## config.mk

```make
export PLATFORM = sky130hd
export DESIGN_NAME = osc_ctrl_regs
export DESIGN_NICKNAME = d
export VERILOG_FILES = /design/src/logic/osc_ctrl_pkg.sv /design/src/logic/clock_switch_engine.sv /design/src/logic/osc_ctrl_regs.sv
export SDC_FILE = /design/constraint.sdc
export NUM_CORES = 1
export LEC_CHECK = 0
export ABC_AREA = 0
export BUFFER_PORTS_ARGS = -buffer_cell sky130_fd_sc_hd__buf_2
export CORE_UTILIZATION = 53
export CTS_CLUSTER_SIZE = 10
export DETAILED_ROUTE_END_ITERATION = 10
export PLACE_DENSITY = 0.8
export SETUP_SLACK_MARGIN = 0.4
export SLEW_MARGIN = 20
export SYNTH_ARGS = -nofsm -noshare
export SYNTH_HDL_FRONTEND = slang
export SYNTH_SLANG_ARGS = --single-unit
```

## constraint.sdc

```tcl
create_clock -name mclk -period 5.7 [get_ports mclk]
set_clock_uncertainty 0.15 [all_clocks]
set_input_delay 0.57 -clock mclk [delete_from_list [all_inputs] [get_ports mclk]]
set_output_delay 0.57 -clock mclk [all_outputs]
set_load 0.1 [all_outputs]
```

## src/logic/osc_ctrl_pkg.sv

```systemverilog
// Constants, field layout and carrier types of the oscillator control registers
package osc_ctrl_pkg;
    // Register byte offsets
    localparam logic [7:0] OFF_OSC_CTRL = 8'h00;
    localparam logic [7:0] OFF_CLK_DIV = 8'h04;
    localparam logic [7:0] OFF_PLL_FB = 8'h08;
    localparam logic [7:0] OFF_RC_TUNE = 8'h0C;
    localparam logic [7:0] OFF_UNLOCK = 8'h10;
    // Oscillator control fields
    localparam int CUR_SRC_LSB = 12;
    localparam int NEW_SRC_LSB = 8;
    localparam int SW_LOCK_BIT = 7;
    localparam int PIN_LOCK_BIT = 6;
    localparam int PLL_LOCK_BIT = 5;
    localparam int FAIL_BIT = 3;
    localparam int SEC_EN_BIT = 1;
    localparam int SW_REQ_BIT = 0;
    // Clock divisor fields
    localparam int RECOVER_BIT = 15;
    localparam int RATIO_LSB = 12;
    localparam int RED_EN_BIT = 11;
    localparam int RC_POST_LSB = 8;
    localparam int PLL_POST_LSB = 6;
    localparam int PLL_PRE_LSB = 0;
    // Reset values and the reserved PLL divider code
    localparam logic [2:0] SRC_RST = 3'h7;
    localparam logic [2:0] RATIO_RST = 3'h3;
    localparam logic [2:0] RC_POST_RST = 3'h0;
    localparam logic [1:0] PLL_POST_RST = 2'h1;
    localparam logic [1:0] PLL_POST_RSVD = 2'h2;
    localparam logic [4:0] PLL_PRE_RST = 5'h00;
    localparam logic [8:0] PLL_FB_RST = 9'h030;
    localparam logic [5:0] TRIM_RST = 6'h00;
    // Switch mode configuration
    localparam logic [1:0] MODE_SW_ONLY = 2'h1;
    localparam logic [1:0] MODE_SW_MON = 2'h0;
    // Unlock keys, values arbitrary
    localparam logic [15:0] UNLOCK_KEY_A = 16'h5A3C;
    localparam logic [15:0] UNLOCK_KEY_B = 16'hC3A5;
    // Strap capture point after reset release
    localparam logic [1:0] STRAP_CAPTURE = 2'h2;
    // AXI responses
    localparam logic [1:0] RESP_OKAY = 2'h0;
    localparam logic [1:0] RESP_SLVERR = 2'h2;

    typedef enum logic [2:0] {
        SRC_FAST_RC = 3'h0,
        SRC_FAST_RC_PLL = 3'h1,
        SRC_PRIMARY = 3'h2,
        SRC_PRIMARY_PLL = 3'h3,
        SRC_SECONDARY = 3'h4,
        SRC_LOW_POWER_RC = 3'h5,
        SRC_FAST_RC_DIV_SIXTEEN = 3'h6,
        SRC_FAST_RC_DIV_N = 3'h7
    } clk_src_t;

    typedef struct packed {
        logic [1:0] outDiv;
        logic [4:0] prescale;
        logic [8:0] feedback;
    } pll_cfg_t;

    typedef struct packed {
        logic [2:0] rcPostscale;
        logic [5:0] rcTrim;
    } rc_cfg_t;
endpackage

```

## src/logic/clock_switch_engine.sv

```systemverilog
// Handshake sequencer that hands a new source to the clock multiplexer
`timescale 1ns/1ps
module clock_switch_engine (
    input wire logic mclk,
    input wire logic sys_rst,
    input wire logic start,
    input wire logic [2:0] target,
    input wire logic muxAck,
    output logic busy,
    output logic done,
    output logic muxReq,
    output logic [2:0] muxTarget
);
    typedef enum logic [1:0] {IDLE, REQUEST, RELEASE, FINISH} sw_state_t;
    sw_state_t state_r;
    logic [2:0] target_r;
    logic req_r;
    logic done_r;

    // Four-phase handshake: ack high then low again before the switch counts
    always_ff @(posedge mclk or posedge sys_rst) begin
        if (sys_rst) begin
            state_r <= IDLE;
        end else begin
            unique case (state_r)
                IDLE: begin
                    if (start) begin
                        state_r <= REQUEST;
                    end
                end
                REQUEST: begin
                    if (muxAck) begin
                        state_r <= RELEASE;
                    end
                end
                RELEASE: begin
                    if (!muxAck) begin
                        state_r <= FINISH;
                    end
                end
                FINISH: begin
                    state_r <= IDLE;
                end
            endcase
        end
    end

    always_ff @(posedge mclk or posedge sys_rst) begin
        if (sys_rst) begin
            target_r <= 3'h0;
        end else if (state_r == IDLE && start) begin
            target_r <= target;
        end
    end

    always_ff @(posedge mclk or posedge sys_rst) begin
        if (sys_rst) begin
            req_r <= 1'b0;
            done_r <= 1'b0;
        end else begin
            req_r <= (state_r == IDLE && start) || (state_r == REQUEST && !muxAck);
            done_r <= (state_r == RELEASE && !muxAck);
        end
    end

    assign busy = (state_r != IDLE);
    assign done = done_r;
    assign muxReq = req_r;
    assign muxTarget = target_r;
endmodule

```

## src/logic/osc_ctrl_regs.sv

```systemverilog
// Oscillator control register block with AXI4-Lite slave
// What this block does
// - Read-only current source field in bits 14:12, eight source encodings.
// - Writable new source field in bits 10:8 names the next switch target.
// - Writing one to the request bit switches; bit reads zero once complete.
// - In mode 01 the set-only lock bit freezes the clock source.
// - Pin map lock set rejects pin-mapping writes; clear accepts them.
// - PLL lock flag is one when locked or timer expired, and PLL enabled.
// - Monitor failure sets the fail flag; software reads or clears only.
// - Secondary oscillator enable bit, reset zero, drives the oscillator on.
// - Oscillator control writes are taken only after the unlock sequence.
// - All four registers reset only on power-on reset.
// - With recover set, an interrupt clears reduction enable, ratio 1:1.
// - Reduction ratio divides processor clock by two to the field; reset 011.
// - Reduction enable selects the ratio; otherwise ratio forced to 1:1.
// - Fast RC postscaler divides by 2^code, 128 at 111; reset 000.
// - PLL output divider 2, 4, 8; reset 01; code 10 reserved.
// - PLL input prescaler divides by field plus two; reset zero.
// - PLL feedback multiplier is field plus two; reset value 50.
// - Six-bit signed fast RC trim, 0.375% steps, reset zero.
// - Unimplemented bits read zero and ignore writes.
// - Both source fields load the configured initial source at power-on.
// - Mode 1x disables switching and monitor; 01 switching only; 00 both.
// - Instruction clock is the system clock divided by two.
`timescale 1ns/1ps
module osc_ctrl_regs #(
    parameter int ADDR_W = 8
) (
    input wire logic mclk,
    input wire logic sys_rst,
    input wire logic [ADDR_W-1:0] s_axi_awaddr,
    input wire logic s_axi_awvalid,
    output logic s_axi_awready,
    input wire logic [31:0] s_axi_wdata,
    input wire logic [3:0] s_axi_wstrb,
    input wire logic s_axi_wvalid,
    output logic s_axi_wready,
    output logic [1:0] s_axi_bresp,
    output logic s_axi_bvalid,
    input wire logic s_axi_bready,
    input wire logic [ADDR_W-1:0] s_axi_araddr,
    input wire logic s_axi_arvalid,
    output logic s_axi_arready,
    output logic [31:0] s_axi_rdata,
    output logic [1:0] s_axi_rresp,
    output logic s_axi_rvalid,
    input wire logic s_axi_rready,
    input wire logic [2:0] initSourceCfg,
    input wire logic [1:0] clockSwitchModeCfg,
    input wire logic pllLockedIn,
    input wire logic pllTimerDoneIn,
    input wire logic clockFailIn,
    input wire logic muxAckIn,
    input wire logic irqEvent,
    input wire logic pinMapWrReq,
    output logic pinMapWrAccept,
    output logic [2:0] currentSource,
    output logic muxReq,
    output logic [2:0] muxTarget,
    output logic secondaryOscEnable,
    output logic pinMapLock,
    output osc_ctrl_pkg::pll_cfg_t pllCfg,
    output osc_ctrl_pkg::rc_cfg_t rcCfg,
    output logic instrTick,
    output logic procTick
);
    if (ADDR_W < 5 || ADDR_W > 32) begin : gBadAddrW
        $error("ADDR_W must lie between 5 and 32");
    end

    // Pin inputs: two flip-flops before use
    localparam int SYNC_W = 9;
    logic [SYNC_W-1:0] syncA_r;
    logic [SYNC_W-1:0] syncB_r;
    always_ff @(posedge mclk or posedge sys_rst) begin
        if (sys_rst) begin
            syncA_r <= '0;
            syncB_r <= '0;
        end else begin
            syncA_r <= {initSourceCfg, clockSwitchModeCfg, pllLockedIn,
                pllTimerDoneIn, clockFailIn, muxAckIn};
            syncB_r <= syncA_r;
        end
    end
    logic [2:0] strapSrc;
    logic [1:0] mode;
    logic pllLocked;
    logic pllTimerDone;
    logic failSeen;
    logic muxAck;
    assign {strapSrc, mode, pllLocked, pllTimerDone, failSeen, muxAck} = syncB_r;

    logic switchAllowed;
    logic monitorOn;
    logic switchLock_r;
    // Mode 1x blocks all switching, the lock only counts in mode 01
    assign switchAllowed = !mode[1]
        && !(mode == osc_ctrl_pkg::MODE_SW_ONLY && switchLock_r);
    assign monitorOn = (mode == osc_ctrl_pkg::MODE_SW_MON);

    // Strap capture once the synchroniser has filled
    logic [1:0] loadCnt_r;
    logic strapLoad;
    always_ff @(posedge mclk or posedge sys_rst) begin
        if (sys_rst) begin
            loadCnt_r <= 2'h0;
        end else if (loadCnt_r != 2'h3) begin
            loadCnt_r <= loadCnt_r + 2'h1;
        end
    end
    assign strapLoad = (loadCnt_r == osc_ctrl_pkg::STRAP_CAPTURE);

    // AXI write channels
    logic awHeld_r;
    logic wHeld_r;
    logic awReady_r;
    logic wReady_r;
    logic bValid_r;
    logic [1:0] bResp_r;
    logic [7:0] awAddr_r;
    logic [15:0] wData_r;
    logic [1:0] wStrb_r;
    logic doWrite;
    assign doWrite = awHeld_r && wHeld_r && !bValid_r;

    always_ff @(posedge mclk or posedge sys_rst) begin
        if (sys_rst) begin
            awHeld_r <= 1'b0;
            awReady_r <= 1'b1;
            awAddr_r <= 8'h00;
        end else if (awReady_r && s_axi_awvalid) begin
            awHeld_r <= 1'b1;
            awReady_r <= 1'b0;
            awAddr_r <= 8'(s_axi_awaddr);
        end else if (doWrite) begin
            awHeld_r <= 1'b0;
        end else if (bValid_r && s_axi_bready) begin
            awReady_r <= 1'b1;
        end
    end

    always_ff @(posedge mclk or posedge sys_rst) begin
        if (sys_rst) begin
            wHeld_r <= 1'b0;
            wReady_r <= 1'b1;
            wData_r <= 16'h0000;
            wStrb_r <= 2'h0;
        end else if (wReady_r && s_axi_wvalid) begin
            wHeld_r <= 1'b1;
            wReady_r <= 1'b0;
            wData_r <= s_axi_wdata[15:0];
            wStrb_r <= s_axi_wstrb[1:0];
        end else if (doWrite) begin
            wHeld_r <= 1'b0;
        end else if (bValid_r && s_axi_bready) begin
            wReady_r <= 1'b1;
        end
    end

    logic mapped;
    logic unlockArmed_r;
    logic [15:0] mask;
    logic wrOsc;
    logic wrDiv;
    logic wrFb;
    logic wrTune;
    logic wrKey;
    assign mapped = awAddr_r == osc_ctrl_pkg::OFF_OSC_CTRL || awAddr_r == osc_ctrl_pkg::OFF_CLK_DIV
        || awAddr_r == osc_ctrl_pkg::OFF_PLL_FB || awAddr_r == osc_ctrl_pkg::OFF_RC_TUNE
        || awAddr_r == osc_ctrl_pkg::OFF_UNLOCK;
    assign mask = {{8{wStrb_r[1]}}, {8{wStrb_r[0]}}};
    assign wrOsc = doWrite && awAddr_r == osc_ctrl_pkg::OFF_OSC_CTRL && unlockArmed_r;
    assign wrDiv = doWrite && awAddr_r == osc_ctrl_pkg::OFF_CLK_DIV;
    assign wrFb = doWrite && awAddr_r == osc_ctrl_pkg::OFF_PLL_FB;
    assign wrTune = doWrite && awAddr_r == osc_ctrl_pkg::OFF_RC_TUNE;
    assign wrKey = doWrite && awAddr_r == osc_ctrl_pkg::OFF_UNLOCK && (&wStrb_r);

    always_ff @(posedge mclk or posedge sys_rst) begin
        if (sys_rst) begin
            bValid_r <= 1'b0;
            bResp_r <= osc_ctrl_pkg::RESP_OKAY;
        end else if (doWrite) begin
            bValid_r <= 1'b1;
            // Locked control write is refused visibly
            if (!mapped || (awAddr_r == osc_ctrl_pkg::OFF_OSC_CTRL && !unlockArmed_r)) begin
                bResp_r <= osc_ctrl_pkg::RESP_SLVERR;
            end else begin
                bResp_r <= osc_ctrl_pkg::RESP_OKAY;
            end
        end else if (s_axi_bready) begin
            bValid_r <= 1'b0;
        end
    end

    // Two-key unlock; any other write disarms, so each control write needs a fresh pair
    logic keyStage_r;
    always_ff @(posedge mclk or posedge sys_rst) begin
        if (sys_rst) begin
            keyStage_r <= 1'b0;
            unlockArmed_r <= 1'b0;
        end else if (wrKey) begin
            keyStage_r <= (wData_r == osc_ctrl_pkg::UNLOCK_KEY_A);
            unlockArmed_r <= keyStage_r && (wData_r == osc_ctrl_pkg::UNLOCK_KEY_B);
        end else if (doWrite) begin
            keyStage_r <= 1'b0;
            unlockArmed_r <= 1'b0;
        end
    end

    // Oscillator control fields
    logic [2:0] curSrc_r;
    logic [2:0] newSrc_r;
    logic [2:0] newSrcWr;
    logic switchReq_r;
    logic pinLock_r;
    logic fail_r;
    logic failPrev_r;
    logic secEn_r;
    logic startSwitch;
    logic swBusy;
    logic swDone;
    logic pllOn;
    logic pllLockFlag;
    assign newSrcWr = mask[osc_ctrl_pkg::NEW_SRC_LSB] ? wData_r[osc_ctrl_pkg::NEW_SRC_LSB +: 3]
        : newSrc_r;
    assign startSwitch = wrOsc && mask[osc_ctrl_pkg::SW_REQ_BIT]
        && wData_r[osc_ctrl_pkg::SW_REQ_BIT] && switchAllowed && !switchReq_r && !swBusy;

    always_ff @(posedge mclk or posedge sys_rst) begin
        if (sys_rst) begin
            curSrc_r <= osc_ctrl_pkg::SRC_RST;
            newSrc_r <= osc_ctrl_pkg::SRC_RST;
        end else if (strapLoad) begin
            curSrc_r <= strapSrc;
            newSrc_r <= strapSrc;
        end else begin
            if (swDone) begin
                curSrc_r <= muxTarget;
            end
            if (wrOsc) begin
                newSrc_r <= newSrcWr;
            end
        end
    end

    always_ff @(posedge mclk or posedge sys_rst) begin
        if (sys_rst) begin
            switchReq_r <= 1'b0;
        end else if (startSwitch) begin
            switchReq_r <= 1'b1;
        end else if (swDone) begin
            switchReq_r <= 1'b0;
        end
    end

    always_ff @(posedge mclk or posedge sys_rst) begin
        if (sys_rst) begin
            switchLock_r <= 1'b0;
            pinLock_r <= 1'b0;
            secEn_r <= 1'b0;
        end else if (wrOsc && mask[0]) begin
            if (wData_r[osc_ctrl_pkg::SW_LOCK_BIT]) begin
                switchLock_r <= 1'b1;
            end
            pinLock_r <= wData_r[osc_ctrl_pkg::PIN_LOCK_BIT];
            secEn_r <= wData_r[osc_ctrl_pkg::SEC_EN_BIT];
        end
    end

    // Failure set beats a software clear in the same cycle
    always_ff @(posedge mclk or posedge sys_rst) begin
        if (sys_rst) begin
            fail_r <= 1'b0;
            failPrev_r <= 1'b0;
        end else begin
            failPrev_r <= failSeen;
            if (monitorOn && failSeen && !failPrev_r) begin
                fail_r <= 1'b1;
            end else if (wrOsc && mask[0] && !wData_r[osc_ctrl_pkg::FAIL_BIT]) begin
                fail_r <= 1'b0;
            end
        end
    end

    assign pllOn = (curSrc_r == osc_ctrl_pkg::SRC_FAST_RC_PLL)
        || (curSrc_r == osc_ctrl_pkg::SRC_PRIMARY_PLL);
    assign pllLockFlag = pllOn && (pllLocked || pllTimerDone);

    clock_switch_engine u_switch (
        .mclk(mclk),
        .sys_rst(sys_rst),
        .start(startSwitch),
        .target(newSrcWr),
        .muxAck(muxAck),
        .busy(swBusy),
        .done(swDone),
        .muxReq(muxReq),
        .muxTarget(muxTarget)
    );

    // Clock divisor fields
    logic recover_r;
    logic [2:0] ratio_r;
    logic redEn_r;
    logic [2:0] rcPost_r;
    logic [1:0] pllPost_r;
    logic [4:0] pllPre_r;
    logic [8:0] pllFb_r;
    logic [5:0] trim_r;
    always_ff @(posedge mclk or posedge sys_rst) begin
        if (sys_rst) begin
            recover_r <= 1'b0;
            ratio_r <= osc_ctrl_pkg::RATIO_RST;
            rcPost_r <= osc_ctrl_pkg::RC_POST_RST;
        end else if (wrDiv && mask[15]) begin
            recover_r <= wData_r[osc_ctrl_pkg::RECOVER_BIT];
            ratio_r <= wData_r[osc_ctrl_pkg::RATIO_LSB +: 3];
            rcPost_r <= wData_r[osc_ctrl_pkg::RC_POST_LSB +: 3];
        end
    end

    // Interrupt recovery wins over a software set in the same cycle
    always_ff @(posedge mclk or posedge sys_rst) begin
        if (sys_rst) begin
            redEn_r <= 1'b0;
        end else if (recover_r && irqEvent) begin
            redEn_r <= 1'b0;
        end else if (wrDiv && mask[15]) begin
            redEn_r <= wData_r[osc_ctrl_pkg::RED_EN_BIT];
        end
    end

    always_ff @(posedge mclk or posedge sys_rst) begin
        if (sys_rst) begin
            pllPost_r <= osc_ctrl_pkg::PLL_POST_RST;
            pllPre_r <= osc_ctrl_pkg::PLL_PRE_RST;
        end else if (wrDiv && mask[0]) begin
            // Reserved divider code leaves the old setting in place
            if (wData_r[osc_ctrl_pkg::PLL_POST_LSB +: 2] != osc_ctrl_pkg::PLL_POST_RSVD) begin
                pllPost_r <= wData_r[osc_ctrl_pkg::PLL_POST_LSB +: 2];
            end
            pllPre_r <= wData_r[osc_ctrl_pkg::PLL_PRE_LSB +: 5];
        end
    end

    always_ff @(posedge mclk or posedge sys_rst) begin
        if (sys_rst) begin
            pllFb_r <= osc_ctrl_pkg::PLL_FB_RST;
        end else if (wrFb) begin
            pllFb_r <= (pllFb_r & ~mask[8:0]) | (wData_r[8:0] & mask[8:0]);
        end
    end

    always_ff @(posedge mclk or posedge sys_rst) begin
        if (sys_rst) begin
            trim_r <= osc_ctrl_pkg::TRIM_RST;
        end else if (wrTune && mask[0]) begin
            trim_r <= wData_r[5:0];
        end
    end

    // Read path; holes stay zero
    logic [15:0] rdWord;
    logic [7:0] arAddr;
    assign arAddr = 8'(s_axi_araddr);
    always_comb begin
        rdWord = 16'h0000;
        unique case (arAddr)
            osc_ctrl_pkg::OFF_OSC_CTRL: begin
                rdWord[osc_ctrl_pkg::CUR_SRC_LSB +: 3] = curSrc_r;
                rdWord[osc_ctrl_pkg::NEW_SRC_LSB +: 3] = newSrc_r;
                rdWord[osc_ctrl_pkg::SW_LOCK_BIT] = switchLock_r;
                rdWord[osc_ctrl_pkg::PIN_LOCK_BIT] = pinLock_r;
                rdWord[osc_ctrl_pkg::PLL_LOCK_BIT] = pllLockFlag;
                rdWord[osc_ctrl_pkg::FAIL_BIT] = fail_r;
                rdWord[osc_ctrl_pkg::SEC_EN_BIT] = secEn_r;
                rdWord[osc_ctrl_pkg::SW_REQ_BIT] = switchReq_r;
            end
            osc_ctrl_pkg::OFF_CLK_DIV: begin
                rdWord = {recover_r, ratio_r, redEn_r, rcPost_r, pllPost_r, 1'b0, pllPre_r};
            end
            osc_ctrl_pkg::OFF_PLL_FB: begin
                rdWord = {7'h00, pllFb_r};
            end
            osc_ctrl_pkg::OFF_RC_TUNE: begin
                rdWord = {10'h000, trim_r};
            end
            osc_ctrl_pkg::OFF_UNLOCK: begin
                rdWord = {14'h0000, unlockArmed_r, keyStage_r};
            end
            default: begin
                rdWord = 16'h0000;
            end
        endcase
    end

    logic arReady_r;
    logic rValid_r;
    logic [15:0] rData_r;
    logic [1:0] rResp_r;
    logic rdMapped;
    assign rdMapped = arAddr == osc_ctrl_pkg::OFF_OSC_CTRL || arAddr == osc_ctrl_pkg::OFF_CLK_DIV
        || arAddr == osc_ctrl_pkg::OFF_PLL_FB || arAddr == osc_ctrl_pkg::OFF_RC_TUNE
        || arAddr == osc_ctrl_pkg::OFF_UNLOCK;
    always_ff @(posedge mclk or posedge sys_rst) begin
        if (sys_rst) begin
            arReady_r <= 1'b1;
            rValid_r <= 1'b0;
            rData_r <= 16'h0000;
            rResp_r <= osc_ctrl_pkg::RESP_OKAY;
        end else if (arReady_r && s_axi_arvalid) begin
            arReady_r <= 1'b0;
            rValid_r <= 1'b1;
            rData_r <= rdWord;
            rResp_r <= rdMapped ? osc_ctrl_pkg::RESP_OKAY : osc_ctrl_pkg::RESP_SLVERR;
        end else if (rValid_r && s_axi_rready) begin
            rValid_r <= 1'b0;
            arReady_r <= 1'b1;
        end
    end

    // Pin map write gate
    logic pinAccept_r;
    always_ff @(posedge mclk or posedge sys_rst) begin
        if (sys_rst) begin
            pinAccept_r <= 1'b0;
        end else begin
            pinAccept_r <= pinMapWrReq && !pinLock_r;
        end
    end

    // Instruction tick at half rate, processor tick reduced by the ratio
    logic instr_r;
    logic proc_r;
    logic [6:0] dozeCnt_r;
    logic [6:0] dozeMask;
    assign dozeMask = redEn_r ? 7'((8'h01 << ratio_r) - 8'h01) : 7'h00;
    always_ff @(posedge mclk or posedge sys_rst) begin
        if (sys_rst) begin
            instr_r <= 1'b0;
            proc_r <= 1'b0;
            dozeCnt_r <= 7'h00;
        end else begin
            instr_r <= !instr_r;
            if (!instr_r) begin
                dozeCnt_r <= (dozeCnt_r + 7'h01) & dozeMask;
            end
            proc_r <= !instr_r && ((dozeCnt_r & dozeMask) == 7'h00);
        end
    end

    assign s_axi_awready = awReady_r;
    assign s_axi_wready = wReady_r;
    assign s_axi_bvalid = bValid_r;
    assign s_axi_bresp = bResp_r;
    assign s_axi_arready = arReady_r;
    assign s_axi_rvalid = rValid_r;
    assign s_axi_rdata = {16'h0000, rData_r};
    assign s_axi_rresp = rResp_r;
    assign pinMapWrAccept = pinAccept_r;
    assign currentSource = curSrc_r;
    assign secondaryOscEnable = secEn_r;
    assign pinMapLock = pinLock_r;
    assign pllCfg = '{outDiv: pllPost_r, prescale: pllPre_r, feedback: pllFb_r};
    assign rcCfg = '{rcPostscale: rcPost_r, rcTrim: trim_r};
    assign instrTick = instr_r;
    assign procTick = proc_r;
endmodule

```

# Word-level counts from Yosys, hierarchy flattened
# Cells that the tools add are included.
op_classes:
  addsub: 3
  eq_ne: 24
  shift: 1
  mux: 41
  bitwise_logic: 6
  n_reduce_logical: 84
op_table:
  columns: ["operator", "count"]
  rows:
  - ["$logic_and A1 B1 Y1", 36]
  - ["$eq A8 B4 Y1 const B", 4]
  - ["$reduce_bool A2 Y1", 13]
  - ["$pmux W6 S4", 1]
  - ["$mux W1", 23]
  - ["$and A9 B9 Y9", 2]
  - ["$eq A16 B15 Y1 const B", 1]
  - ["$eq A16 B16 Y1 const B", 1]
  - ["$eq A8 B3 Y1 const B", 2]
  - ["$eq A8 B5 Y1 const B", 2]
  - ["$logic_not A8 Y1", 2]
  - ["$mux W3", 5]
  - ["$and A7 B7 Y7", 2]
  - ["$logic_not A1 Y1", 12]
  - ["$logic_or A1 B1 Y1", 12]
  - ["$mux W2", 5]
  - ["$pmux W2 S5", 1]
  - ["$reduce_and A2 Y1", 5]
  - ["$not A9 Y9", 1]
  - ["$or A9 B9 Y9", 1]
  - ["$ne A2 B2 Y1 const B", 4]
  - ["$pmux W2 S4", 1]
  - ["$add A7 B1 Y7 const B", 1]
  - ["$logic_not A7 Y1", 1]
  - ["other kinds (14)", 21]
word_totals:
  regBits: 134
  input_bits: 70
  out_inout_bits: 78
  wordCells: 201

# Depth between registers and ports, before layout
# Gate-level depths: netlist of run 1.
depth:
  depth_word: 11
  mapped_depth: 6
  ltp_nobuf: 6

# Cells and area by module
# Synthesis of run 1 repeated with hierarchy kept, for this count alone.
hier_totals:
  hier_cells: 457
  hier_area_um2: 5800.6
by_module_without_submodules:
  columns: ["module", "n_inst", "cells_per_inst", "area_per_inst_um2", "seq_area_each_um2"]
  rows:
  - ["osc_ctrl_regs", 1, 432, 5475.3, 3145.5]
  - ["clock_switch_engine", 1, 25, 325.3, 175.2]

# Worst setup path after synthesis of run 1
# No wires, ideal clock.
synth_timing:
  path_kind: "register to register"
  startpoint: "register bValid_r (netlist: s_axi_bvalid)"
  endpoint: "register with a tool-made name"
  setup_ps: 128
  arrival_ps: 2141
  required_time_ps: 5422
  path_slack_ps: 3281
  stages_incl_launch_ff: 7
  n_path_buf: 2
  synth_period_minus_slack_ps: 2419
  cell_sequence: "dfrtp_1 -> and3b_1 -> buf_2 -> and3_1 -> and4b_1 -> buf_4 -> mux2_1"
synth_rtl:
  columns: ["item", "line_no", "source"]
  rows:
  - ["start: declaration", "osc_ctrl_regs.sv:118", "logic bValid_r;"]
  - ["start signal: assignment", "osc_ctrl_regs.sv:180", "bValid_r <= 1'b0;"]
  - ["start signal: assignment", "osc_ctrl_regs.sv:183", "bValid_r <= 1'b1;"]
  - ["start signal: assignment", "osc_ctrl_regs.sv:191", "bValid_r <= 1'b0;"]

# Worst setup path after layout of run 1
layout_timing:
  startpoint: "register instr_r (netlist: instrTick)"
  endpoint: "output instrTick"
layout_rtl:
  columns: ["item", "line_no", "source"]
  rows:
  - ["start: declaration", "osc_ctrl_regs.sv:433", "logic instr_r;"]
  - ["start signal: assignment", "osc_ctrl_regs.sv:444", "instr_r <= !instr_r;"]
  - ["end: declaration", "osc_ctrl_regs.sv:64", "output logic instrTick,"]
# No word-level cell between the ends.

==> flow_metrics.env, run 1 <==
export IMPL_path_clk_slew_ns=0.06
export IMPL_ys_types=59
export IMPL_drcViolationCount=0
export IMPL_slew_headroom=0.442
export IMPL_fin_nets=672
export IMPL_internal_power_mw=1.93
export IMPL_p_sw_mw=1.07
export IMPL_via_per_inst=5.70
export IMPL_cts_buffer_depth=2
export IMPL_multi_input_area_mm2=0.00228
export IMPL_ant_nets=0
export IMPL_die_w_um=107
export IMPL_fp_coreArea_mm2=0.0105
export IMPL_cts_tree="built"
export IMPL_cp_slowest_stage_delay_ns=0.65
export IMPL_crit_slowest_cell="dfrtp_1"
export IMPL_path_cells="buf_2"
export IMPL_async_flop_share=1.00
export IMPL_io_pins=148
export IMPL_fin_tns_setup_ns=0
export IMPL_ctsResizeCount=0
export IMPL_fill_cells=801
export IMPL_diodes=0
export IMPL_yosysWarnings=0
export IMPL_clkLatencyLatePin_ns=0.51
export IMPL_yosysSeqAreaShare=0.572
export IMPL_busiest_layer="met2"
export IMPL_gr_usage_met3=0.0687
export IMPL_synth_area_per_cell_um2=12.3
export IMPL_cp_top_family="flip-flops"
export IMPL_place_area_mm2=0.00640
export IMPL_p_leak_nw=3.52
export IMPL_swShare=0.358
export IMPL_start_util=0.555
export IMPL_antenna_found_initial=0
export IMPL_holdWs_ns=0.0533
export IMPL_ys_flop_type="dfrtp_1"
export IMPL_vias=4243
export IMPL_drt_first_iter_violations=250
export IMPL_die_area_mm2=0.0114
export IMPL_syn2layout_area_growth_pct=21.6
export IMPL_power_density_mw_per_mm2=425
export IMPL_htreeDepth=4
export IMPL_maxCapViolations=0
export IMPL_drv_slew=0
export IMPL_final_area_mm2=0.00706
export IMPL_power_mw=3.00
export IMPL_crit_buf_inv=1
export IMPL_cts_buffers_inserted=17
export IMPL_dieHeight_um=107
export IMPL_dp_hpwl_um=9450
export IMPL_synth_area_mm2=0.00581
export IMPL_rsz0062_at_grt="false"
export IMPL_setup_viol=0
export IMPL_cts_sinks=132
export IMPL_synth_edf_count=0
export IMPL_min_period_ns=2.41
export IMPL_pwr_share_clk=0.349
export IMPL_final_hold_viol_count=0
export IMPL_vdd_drop_max_uv=380
export IMPL_finalCritPeriodShare=0.423
export IMPL_first_pass_iters=4
export IMPL_comb_power_share=0.213
export IMPL_place_gp_congestion=0.813
export IMPL_grt_pass1_vias=4224
export IMPL_synth_cells=473
export IMPL_grtUsageMet1=0.314
export IMPL_worstMarginPinSlew_ns=0.835
export IMPL_drt_wl_total_um=13600
export IMPL_cp_arrival_ns=1.69
export IMPL_seqPwrFrac=0.438
export IMPL_port_buffers=111
export IMPL_ys_seq_elements=132
export IMPL_final_setup_worst_slack_ns=3.29
export IMPL_critPathKind="register to primary output"
export IMPL_layout_common_cells="dfrtp_1, buf_2, mux2_2, nand2_1, o21ai_0"
export IMPL_post_place_ws_ns=3.40
export IMPL_grt_start_max_net_pins=92
export IMPL_hp_class="input pin to async pin"
export IMPL_cp_end_kind="primary output"
export IMPL_grt_use_met2=0.430
export IMPL_max_freq_mhz=415
export IMPL_routedWlPerCell_um=18.2
export IMPL_critPathRequiredTime_ns=4.98
export IMPL_regArea_mm2=0.00332
export IMPL_run_status="complete, no violations"
export IMPL_drive_gt1_frac=0.352
export IMPL_final_common_cell="dfrtp_1"
export IMPL_track_usage=0.255
export IMPL_gr_total_overflow=0
export IMPL_clockRootBuffer="clkbuf_8"
export IMPL_cp_max_fo=16
export IMPL_grt_pass1_wl_um=21900
export IMPL_rows=37
export IMPL_setup_worst_path_start_class="register"
-- cells in the mapped netlist (all sizes together) (3+ instances only) --
cell	instances	area, um2
nor2	23	86.3
nand4b	3	26.3
nand4	7	43.8
nand3	12	65.1
clkbuf	11	41.3
mux2i	20	200
o21ai	26	130
a32oi	3	26.3
and3	4	25.0
nor2b	5	31.3
o31ai	8	60.1
mux2	65	732
a21oi	13	65.1
inv	15	56.3
buf	24	168
nor4b	3	32.5
nand2	36	135
dfstp	14	368
ha	7	87.6
nor3	5	30.0
and2	4	25.0
dfrtp	118	2950
a21o	4	30.0
-- sequential cells by signal, indices dropped and copies added, names as in the netlist, 3 cells and up, named ones only --
signal / cells
pllPre_r: 5
newSrc_r: 3
awAddr_r: 8
rData_r: 16
trim_r: 6
wData_r: 16
syncB_r: 9
dozeCnt_r: 7
rcPost_r: 3
ratio_r: 3
syncA_r: 9
u_switch.muxTarget: 3
currentSource: 3
-- power by group through the flow --
| stage | clock [mW] | sequential (mW) | combinational [mW] |
|---|---|---|---|
| after floorplan | 0 | 1.44 | 0.345 |
| after global placement | 0 | 1.31 | 0.617 |
| after detailed placement | 0 | 1.31 | 0.633 |
| after CTS | 1.05 | 1.30 | 0.639 |
| after global routing | 1.10 | 1.33 | 0.678 |
| final | 1.05 | 1.31 | 0.638 |
-- area by class of cell --
type                            count  share of cell area
Multi-Input combinational cell    307               0.323
Clock buffer                       18              0.0592
Clock inverter                     14              0.0216
Tap cell                          136              0.0241
Sequential cell                   132               0.470
Inverter                           16             0.00922
Timing Repair Buffer              121              0.0925
-- per-layer routing --
layer  vias up  share of wire
met4         0          0.024
li1       1921              -
met2       179           0.50
met3        30          0.060
met5         -              0
met1      2113           0.41
-- cell families (layout without fill, tap and decap cells) --
family / after synthesis / count (layout) / synth area share
AOI/OAI and AO/OA: 75 / 75 / 0.0856
xor gates and xnor gates: 1 / 1 / 0.00151
adders and majority gates: 7 / 7 / 0.0151
buffers and inverters: 51 / 169 / 0.0463
DFF: 132 / 132 / 0.572
muxes: 86 / 86 / 0.164
other: 1 / 18 / 0.000646
and+or+nand+nor: 120 / 120 / 0.114
-- what timing repair did --
| action | 4_1_cts | 5_1_grt |
|---|---|---|
| setup buffers | 0 | 0 |
| hold buffers | 3 | 6 |
| hold endpoints to repair | 3 | 6 |
-- per-stage QoR --
step | utilization | std cells
4_1_cts | 0.669 | 738
6_report | 0.675 | 744
5_1_grt | 0.675 | 744
3_3_place_gp | 0.611 | 703
2_1_floorplan | - | 490
3_5_place_dp | 0.611 | 703
-- path summary, 6_finish.rpt --
kind / startpoint / to / slack (ns) / cells past startpoint
setup / recovery: instrTick$_DFF_PP0_ / instrTick / 3.29 / 1
hold / removal: sys_rst / dozeCnt_r[2]$_DFFE_PP0N_ / 0.05 / 2
setup reg to reg: awAddr_r[4]$_DFFE_PP0P_ / register / 3.34 / 4
hold reg to reg: syncA_r[0]$_DFF_PP0_ / syncB_r[0]$_DFF_PP0_ / 0.20 / 0
max in group asynchronous: sys_rst / s_axi_awready$_DFFE_PP1P_ / 4.32 / 3
min in group mclk: s_axi_awvalid / s_axi_awready$_DFFE_PP1P_ / 0.06 / 2
(Power assumes the default switching activity.)
==> inputs of run 2 (changes only) <==
- clock period: 5.7 -> 2.3 ns (I/O delays scaled with it)
==> run 2 against run 1 <==
Effect of this change: power rose to 2.7 times the previous value; die area unchanged; register-to-register slack worse by 3.1 ns.
==> flow_metrics.env, run 2 (synthesized netlist as in run 1, its figures left out) <==
export IMPL_run_status="complete, no violations"
export IMPL_drcViolationCount=0
export IMPL_finalCritPeriodShare=0.914
export IMPL_drive_gt1_frac=0.401
export IMPL_grt_pass1_wl_um=25400
export IMPL_dp_hpwl_um=9950
export IMPL_setup_worst_path_start_class="register"
export IMPL_largest_registers="rData_r (16), wData_r (16)"
export IMPL_r2r_start="wData_r[0]$_DFFE_PP0P_"
export IMPL_fin_util=0.754
export IMPL_vdd_drop_max_uv=727
export IMPL_layout_common_cells="dfrtp_1, buf_2, dlygate4sd3_1, mux2_2, nand2_1"
export IMPL_final_setup_worst_slack_ns=0.197
export IMPL_grt_start_max_net_pins=44
export IMPL_first_pass_iters=7
export IMPL_routedWlPerCell_um=20.4
export IMPL_critPathKind="register to register"
export IMPL_cp_arrival_ns=2.38
export IMPL_routed_top_layer="met4"
export IMPL_io_pins=148
export IMPL_cts_buffers_inserted=17
export IMPL_pwr_share_clk=0.363
export IMPL_drt_first_iter_violations=353
export IMPL_p_leak_nw=3.85
export IMPL_hp_class="input pin to register"
export IMPL_post_place_ws_ns=0.285
export IMPL_fin_tns_setup_ns=0
export IMPL_syn2layout_area_growth_pct=35.9
export IMPL_fp_coreArea_mm2=0.0105
export IMPL_dieHeight_um=107
export IMPL_worstMarginPinSlew_ns=0.623
export IMPL_critPathRequiredTime_ns=2.58
export IMPL_fin_nets=738
export IMPL_place_gp_congestion=0.826
export IMPL_final_common_cell="dfrtp_1"
export IMPL_comb_power_share=0.235
export IMPL_cp_end_kind="register"
export IMPL_cp_max_fo=7
export IMPL_track_usage=0.297
export IMPL_wl_met2_um=8490
export IMPL_seqPwrFrac=0.402
export IMPL_hold_depth=5
export IMPL_clockRootBuffer="clkbuf_8"
export IMPL_path_clk_slew_ns=0.06
export IMPL_power_density_mw_per_mm2=1040
export IMPL_drt_wl_total_um=16600
export IMPL_maxCapViolations=0
export IMPL_cts_buffer_depth=2
export IMPL_drv_slew=0
export IMPL_via_per_inst=5.93
export IMPL_cts_sinks=132
export IMPL_rrSetupSlack_ns=0.20
export IMPL_met3WireLength_um=890
export IMPL_internal_power_mw=5.34
export IMPL_die_area_mm2=0.0114
export IMPL_rows=37
export IMPL_gr_total_overflow=0
export IMPL_rsz0062_at_grt="true"
export IMPL_wl_met1_um=6430
export IMPL_diodes=0
export IMPL_antenna_found_initial=0
export IMPL_swShare=0.348
export IMPL_p_sw_mw=2.85
export IMPL_start_util=0.555
export IMPL_ff2ff_path_depth=5
export IMPL_hold_path_end="rData_r[11]$_DFFE_PP0P_"
export IMPL_min_period_ns=2.10
export IMPL_die_w_um=107
export IMPL_port_buffers=111
export IMPL_setup_viol=0
export IMPL_hold_start="s_axi_araddr[6]"
export IMPL_final_hold_viol_count=0
export IMPL_grt_pass1_vias=4868
export IMPL_ant_nets=0
export IMPL_clkLatencyLatePin_ns=0.54
export IMPL_vias=4802
export IMPL_max_freq_mhz=476
export IMPL_cts_tree="built"
export IMPL_slew_headroom=0.583
export IMPL_htreeDepth=4
export IMPL_r2r_end="u_switch.muxTarget[0]$_DFFE_PP0P_"
-- run 2: cell types whose count changed in the layout (fill, tap and decap cells not counted), sizes merged --
cell,previous run,this run
buf,112,136
dlygate4sd3,9,51
inv,18,17
bufinv,2,5
clkinv,9,4
clkinvlp,1,4
-- run 2: worst max path at each step --
stage,slack (ns),depth (start not counted),to,start
after floorplan,0.15,1,async pin,sys_rst
final,0.20,5,u_switch.muxTarget[0]$_DFFE_PP0P_,wData_r[0]$_DFFE_PP0P_
after CTS,0.35,1,instrTick,instrTick$_DFF_PP0_
after global routing,0.18,5,u_switch.muxTarget[1]$_DFFE_PP0P_,wData_r[0]$_DFFE_PP0P_
after detailed placement,0.29,5,register,awAddr_r[4]$_DFFE_PP0P_
after global placement,0.34,5,register,awAddr_r[4]$_DFFE_PP0P_
-- run 2: stage by stage --
stage               total power [mW]  area, um2  hold WS [ns]  cells
global placement                4.82       6600      -0.00442    718
global route                    8.44       7890        0.0320    810
detailed placement              4.90       6600      -0.00101    718
floorplan                       4.45       5980         0.111    490
finish                          8.19       7890        0.0186    810
CTS                             8.02       7820      -0.00803    803
-- run 2: critical path, stage by stage (launching register included) --
cell and delay [ns]:
dfrtp_1 0.56, inv_1 0.18, a2111oi_2 0.43, buf_4 0.22, nand3_4 0.13, mux2_4 0.33
-- run 2: power groups by stage --
stage,logic [mW],clock network (mW),registers (mW)
after floorplan,0.881,0,3.57
after global placement,1.61,0,3.21
after detailed placement,1.65,0,3.25
after CTS,1.80,2.99,3.22
after global routing,2.02,3.10,3.32
final,1.93,2.98,3.29
-- run 2: layout make-up --
cell class                      count  area, um2
Sequential cell                   132       3330
Fill cell                         650       2570
Multi-Input combinational cell    307       2380
Timing Repair Buffer              187       1290
Clock buffer                       18        428
Clock inverter                     14        225
Tap cell                          136        170
Inverter                           16       63.8
-- run 2: metal layers --
layer	GRT usage	up-vias
met5	0	-
met3	0.0547	64
met2	0.499	257
met1	0.371	2427
li1	-	2054
met4	0.144	0
-- run 2: what timing repair did --
item                       CTS  global route
pin swaps                    1             9
setup endpoints to repair   27            41
hold buffers                51             0
resized for setup           15            12
hold endpoints to repair   168             0
gates cloned                 0             1
buffers inserted             2             6
==> inputs of run 3 (changes only) <==
- CORE_MARGIN: unset -> 10
- CORE_UTILIZATION: 53 -> 48
- PLACE_DENSITY: 0.8 -> 0.76
- clock period: 2.3 -> 1.8 ns (I/O delays scaled with it)
==> run 3 against run 2 <==
Effect of this change: register-to-register slack worse by 0.37 ns; final cell count is 6.9% higher; count of clock-buffer cells in the layout is 3 higher; the run now ends with setup timing left; die area up 48%; sequential cell count did not move; sequential power rose by 25%; power grew 38%; first-iteration DRC count is 29% higher; worst setup slack worse by 0.37 ns; sequential share of layout area decreased by 6.3 points; global-route usage shrank 8.5 points; highest routed layer unchanged; routed wire length up 13%.
==> flow_metrics.env, run 3 (synthesized netlist as in run 1, its figures left out) <==
export IMPL_power_density_mw_per_mm2=1200
export IMPL_cts_sinks=132
export IMPL_drt_wl_total_um=18800
export IMPL_min_period_ns=1.98
export IMPL_grt_pass1_vias=5031
export IMPL_clkLatencyLatePin_ns=0.43
export IMPL_drcViolationCount=0
export IMPL_gr_total_overflow=0
export IMPL_critPathKind="register to register"
export IMPL_htreeDepth=4
export IMPL_fin_util=0.788
export IMPL_regArea_mm2=0.00338
export IMPL_dieHeight_um=130
export IMPL_cp_top_family="simple AND/OR/NAND/NOR gates"
export IMPL_maxCapViolations=0
export IMPL_path_clk_slew_ns=0.06
export IMPL_diodes=0
export IMPL_grt_start_max_net_pins=95
export IMPL_ant_nets=0
export IMPL_rsz0062_at_grt="true"
export IMPL_power_mw=11.3
export IMPL_max_freq_mhz=506
export IMPL_die_area_mm2=0.0169
export IMPL_routedWlPerCell_um=21.7
export IMPL_largest_registers="rData_r (16), wData_r (16)"
export IMPL_layout_common_cells="dfrtp_1, buf_2, buf_4, dlygate4sd3_1, buf_6"
export IMPL_antenna_found_initial=0
export IMPL_critPathRequiredTime_ns=1.96
export IMPL_cp_arrival_ns=2.13
export IMPL_fin_tns_setup_ns=-4.38
export IMPL_port_buffers=111
export IMPL_fill_cells=627
export IMPL_cts_buffers_inserted=17
export IMPL_crit_buf_inv=1
export IMPL_hp_class="input pin to register"
export IMPL_clockRootBuffer="clkbuf_16"
export IMPL_setup_viol=41
export IMPL_final_hold_viol_count=0
export IMPL_cp_max_fo=8
export IMPL_run_status="complete, but fails checks"
export IMPL_holdWs_ns=0.113
export IMPL_via_per_inst=5.61
export IMPL_drv_slew=0
export IMPL_track_usage=0.212
export IMPL_cp_slowest_stage_delay_ns=0.41
export IMPL_violations="setup timing"
export IMPL_p_leak_nw=4.35
export IMPL_vdd_drop_max_uv=1080
export IMPL_drt_first_iter_violations=457
export IMPL_final_common_cell="dfrtp_1"
export IMPL_first_pass_iters=5
export IMPL_finalCritPeriodShare=1.10
export IMPL_grt_pass1_wl_um=27800
export IMPL_final_setup_worst_slack_ns=-0.176
export IMPL_io_pins=148
export IMPL_crit_slowest_cell="dfrtp_1"
export IMPL_place_gp_congestion=0.885
export IMPL_vias=4860
export IMPL_fp_coreArea_mm2=0.0119
export IMPL_cts_tree="built"
export IMPL_cts_buffer_depth=2
export IMPL_fin_nets=783
export IMPL_setup_worst_path_start_class="register"
export IMPL_cp_end_kind="register"
export IMPL_dp_hpwl_um=11100
export IMPL_start_util=0.487
export IMPL_slew_headroom=0.610
export IMPL_multi_input_area_mm2=0.00283
export IMPL_die_w_um=130
export IMPL_rows=40
export IMPL_syn2layout_area_growth_pct=61.8
export IMPL_drive_gt1_frac=0.527
export IMPL_path_cells="nor4_4 -> and3_4 -> and4b_1 -> buf_12 -> mux2_4"
export IMPL_worstMarginPinSlew_ns=0.577
==> run 3: tightest hold or removal path: stages <==
cell,delay (ns)
buf_2,0.24
nor4b_4,0.10
nand3_1,0.07
nand2_1,0.05
==> run 3: final timing paths <==
| check | from | end | slack [ns] | cells after the start |
|---|---|---|---|---|
| worst max-delay path | awAddr_r[4]$_DFFE_PP0P_ | register | -0.18 | 5 |
| worst min-delay path | s_axi_araddr[4] | rData_r[15]$_DFFE_PP0P_ | 0.11 | 4 |
| worst max register to register | awAddr_r[4]$_DFFE_PP0P_ | register | -0.18 | 5 |
| worst min register to register | syncA_r[7]$_DFF_PP0_ | syncB_r[7]$_DFF_PP0_ | 0.20 | 0 |
| max in group asynchronous | sys_rst | instrTick$_DFF_PP0_ | 0.75 | 4 |
| min in group asynchronous | sys_rst | rData_r[4]$_DFFE_PP0P_ | 0.28 | 4 |
==> run 3: through the flow <==
step	instance area, um2	setup WS, ns	std cells
after CTS	8830	-0.164	846
after detailed placement	6880	-0.179	748
after floorplan	6110	-0.296	490
after global routing	9390	-0.310	866
final	9390	-0.176	866
after global placement	6880	-0.0680	748
==> run 3: layer usage <==
| metal | vias up | track usage | wire length (um) |
|---|---|---|---|
| met5 | - | 0 | 0 |
| met4 | 0 | 0.0913 | 508 |
| met3 | 42 | 0.0584 | 1340 |
| met2 | 227 | 0.352 | 9630 |
| met1 | 2443 | 0.254 | 7280 |
| li1 | 2148 | - | - |
==> run 3: cell type report <==
cell class,instances,share of cell area
clock buffer,21,0.0490
timing repair inverter,1,0.000533
inverter,16,0.00719
clock inverter,11,0.0168
sequential,132,0.359
multi-input combinational,311,0.301
timing repair buffer,227,0.246
tap,147,0.0196
==> run 3: timing repair <==
item | 4_1_cts | 5_1_grt
buffers inserted | 20 | 15
resized for setup | 203 | 91
hold buffers | 46 | 0
pin swaps | 17 | 26
gates cloned | 0 | 5
endpoints found under the hold margin | 166 | 0
setup endpoints to repair | 112 | 129
==> run 3: report_power, final <==
group / switching, mW / internal, mW / leakage, nW
registers: 0.636 / 3.48 / 1.62
logic: 1.93 / 1.62 / 2.42
clock network: 1.25 / 2.37 / 0.306
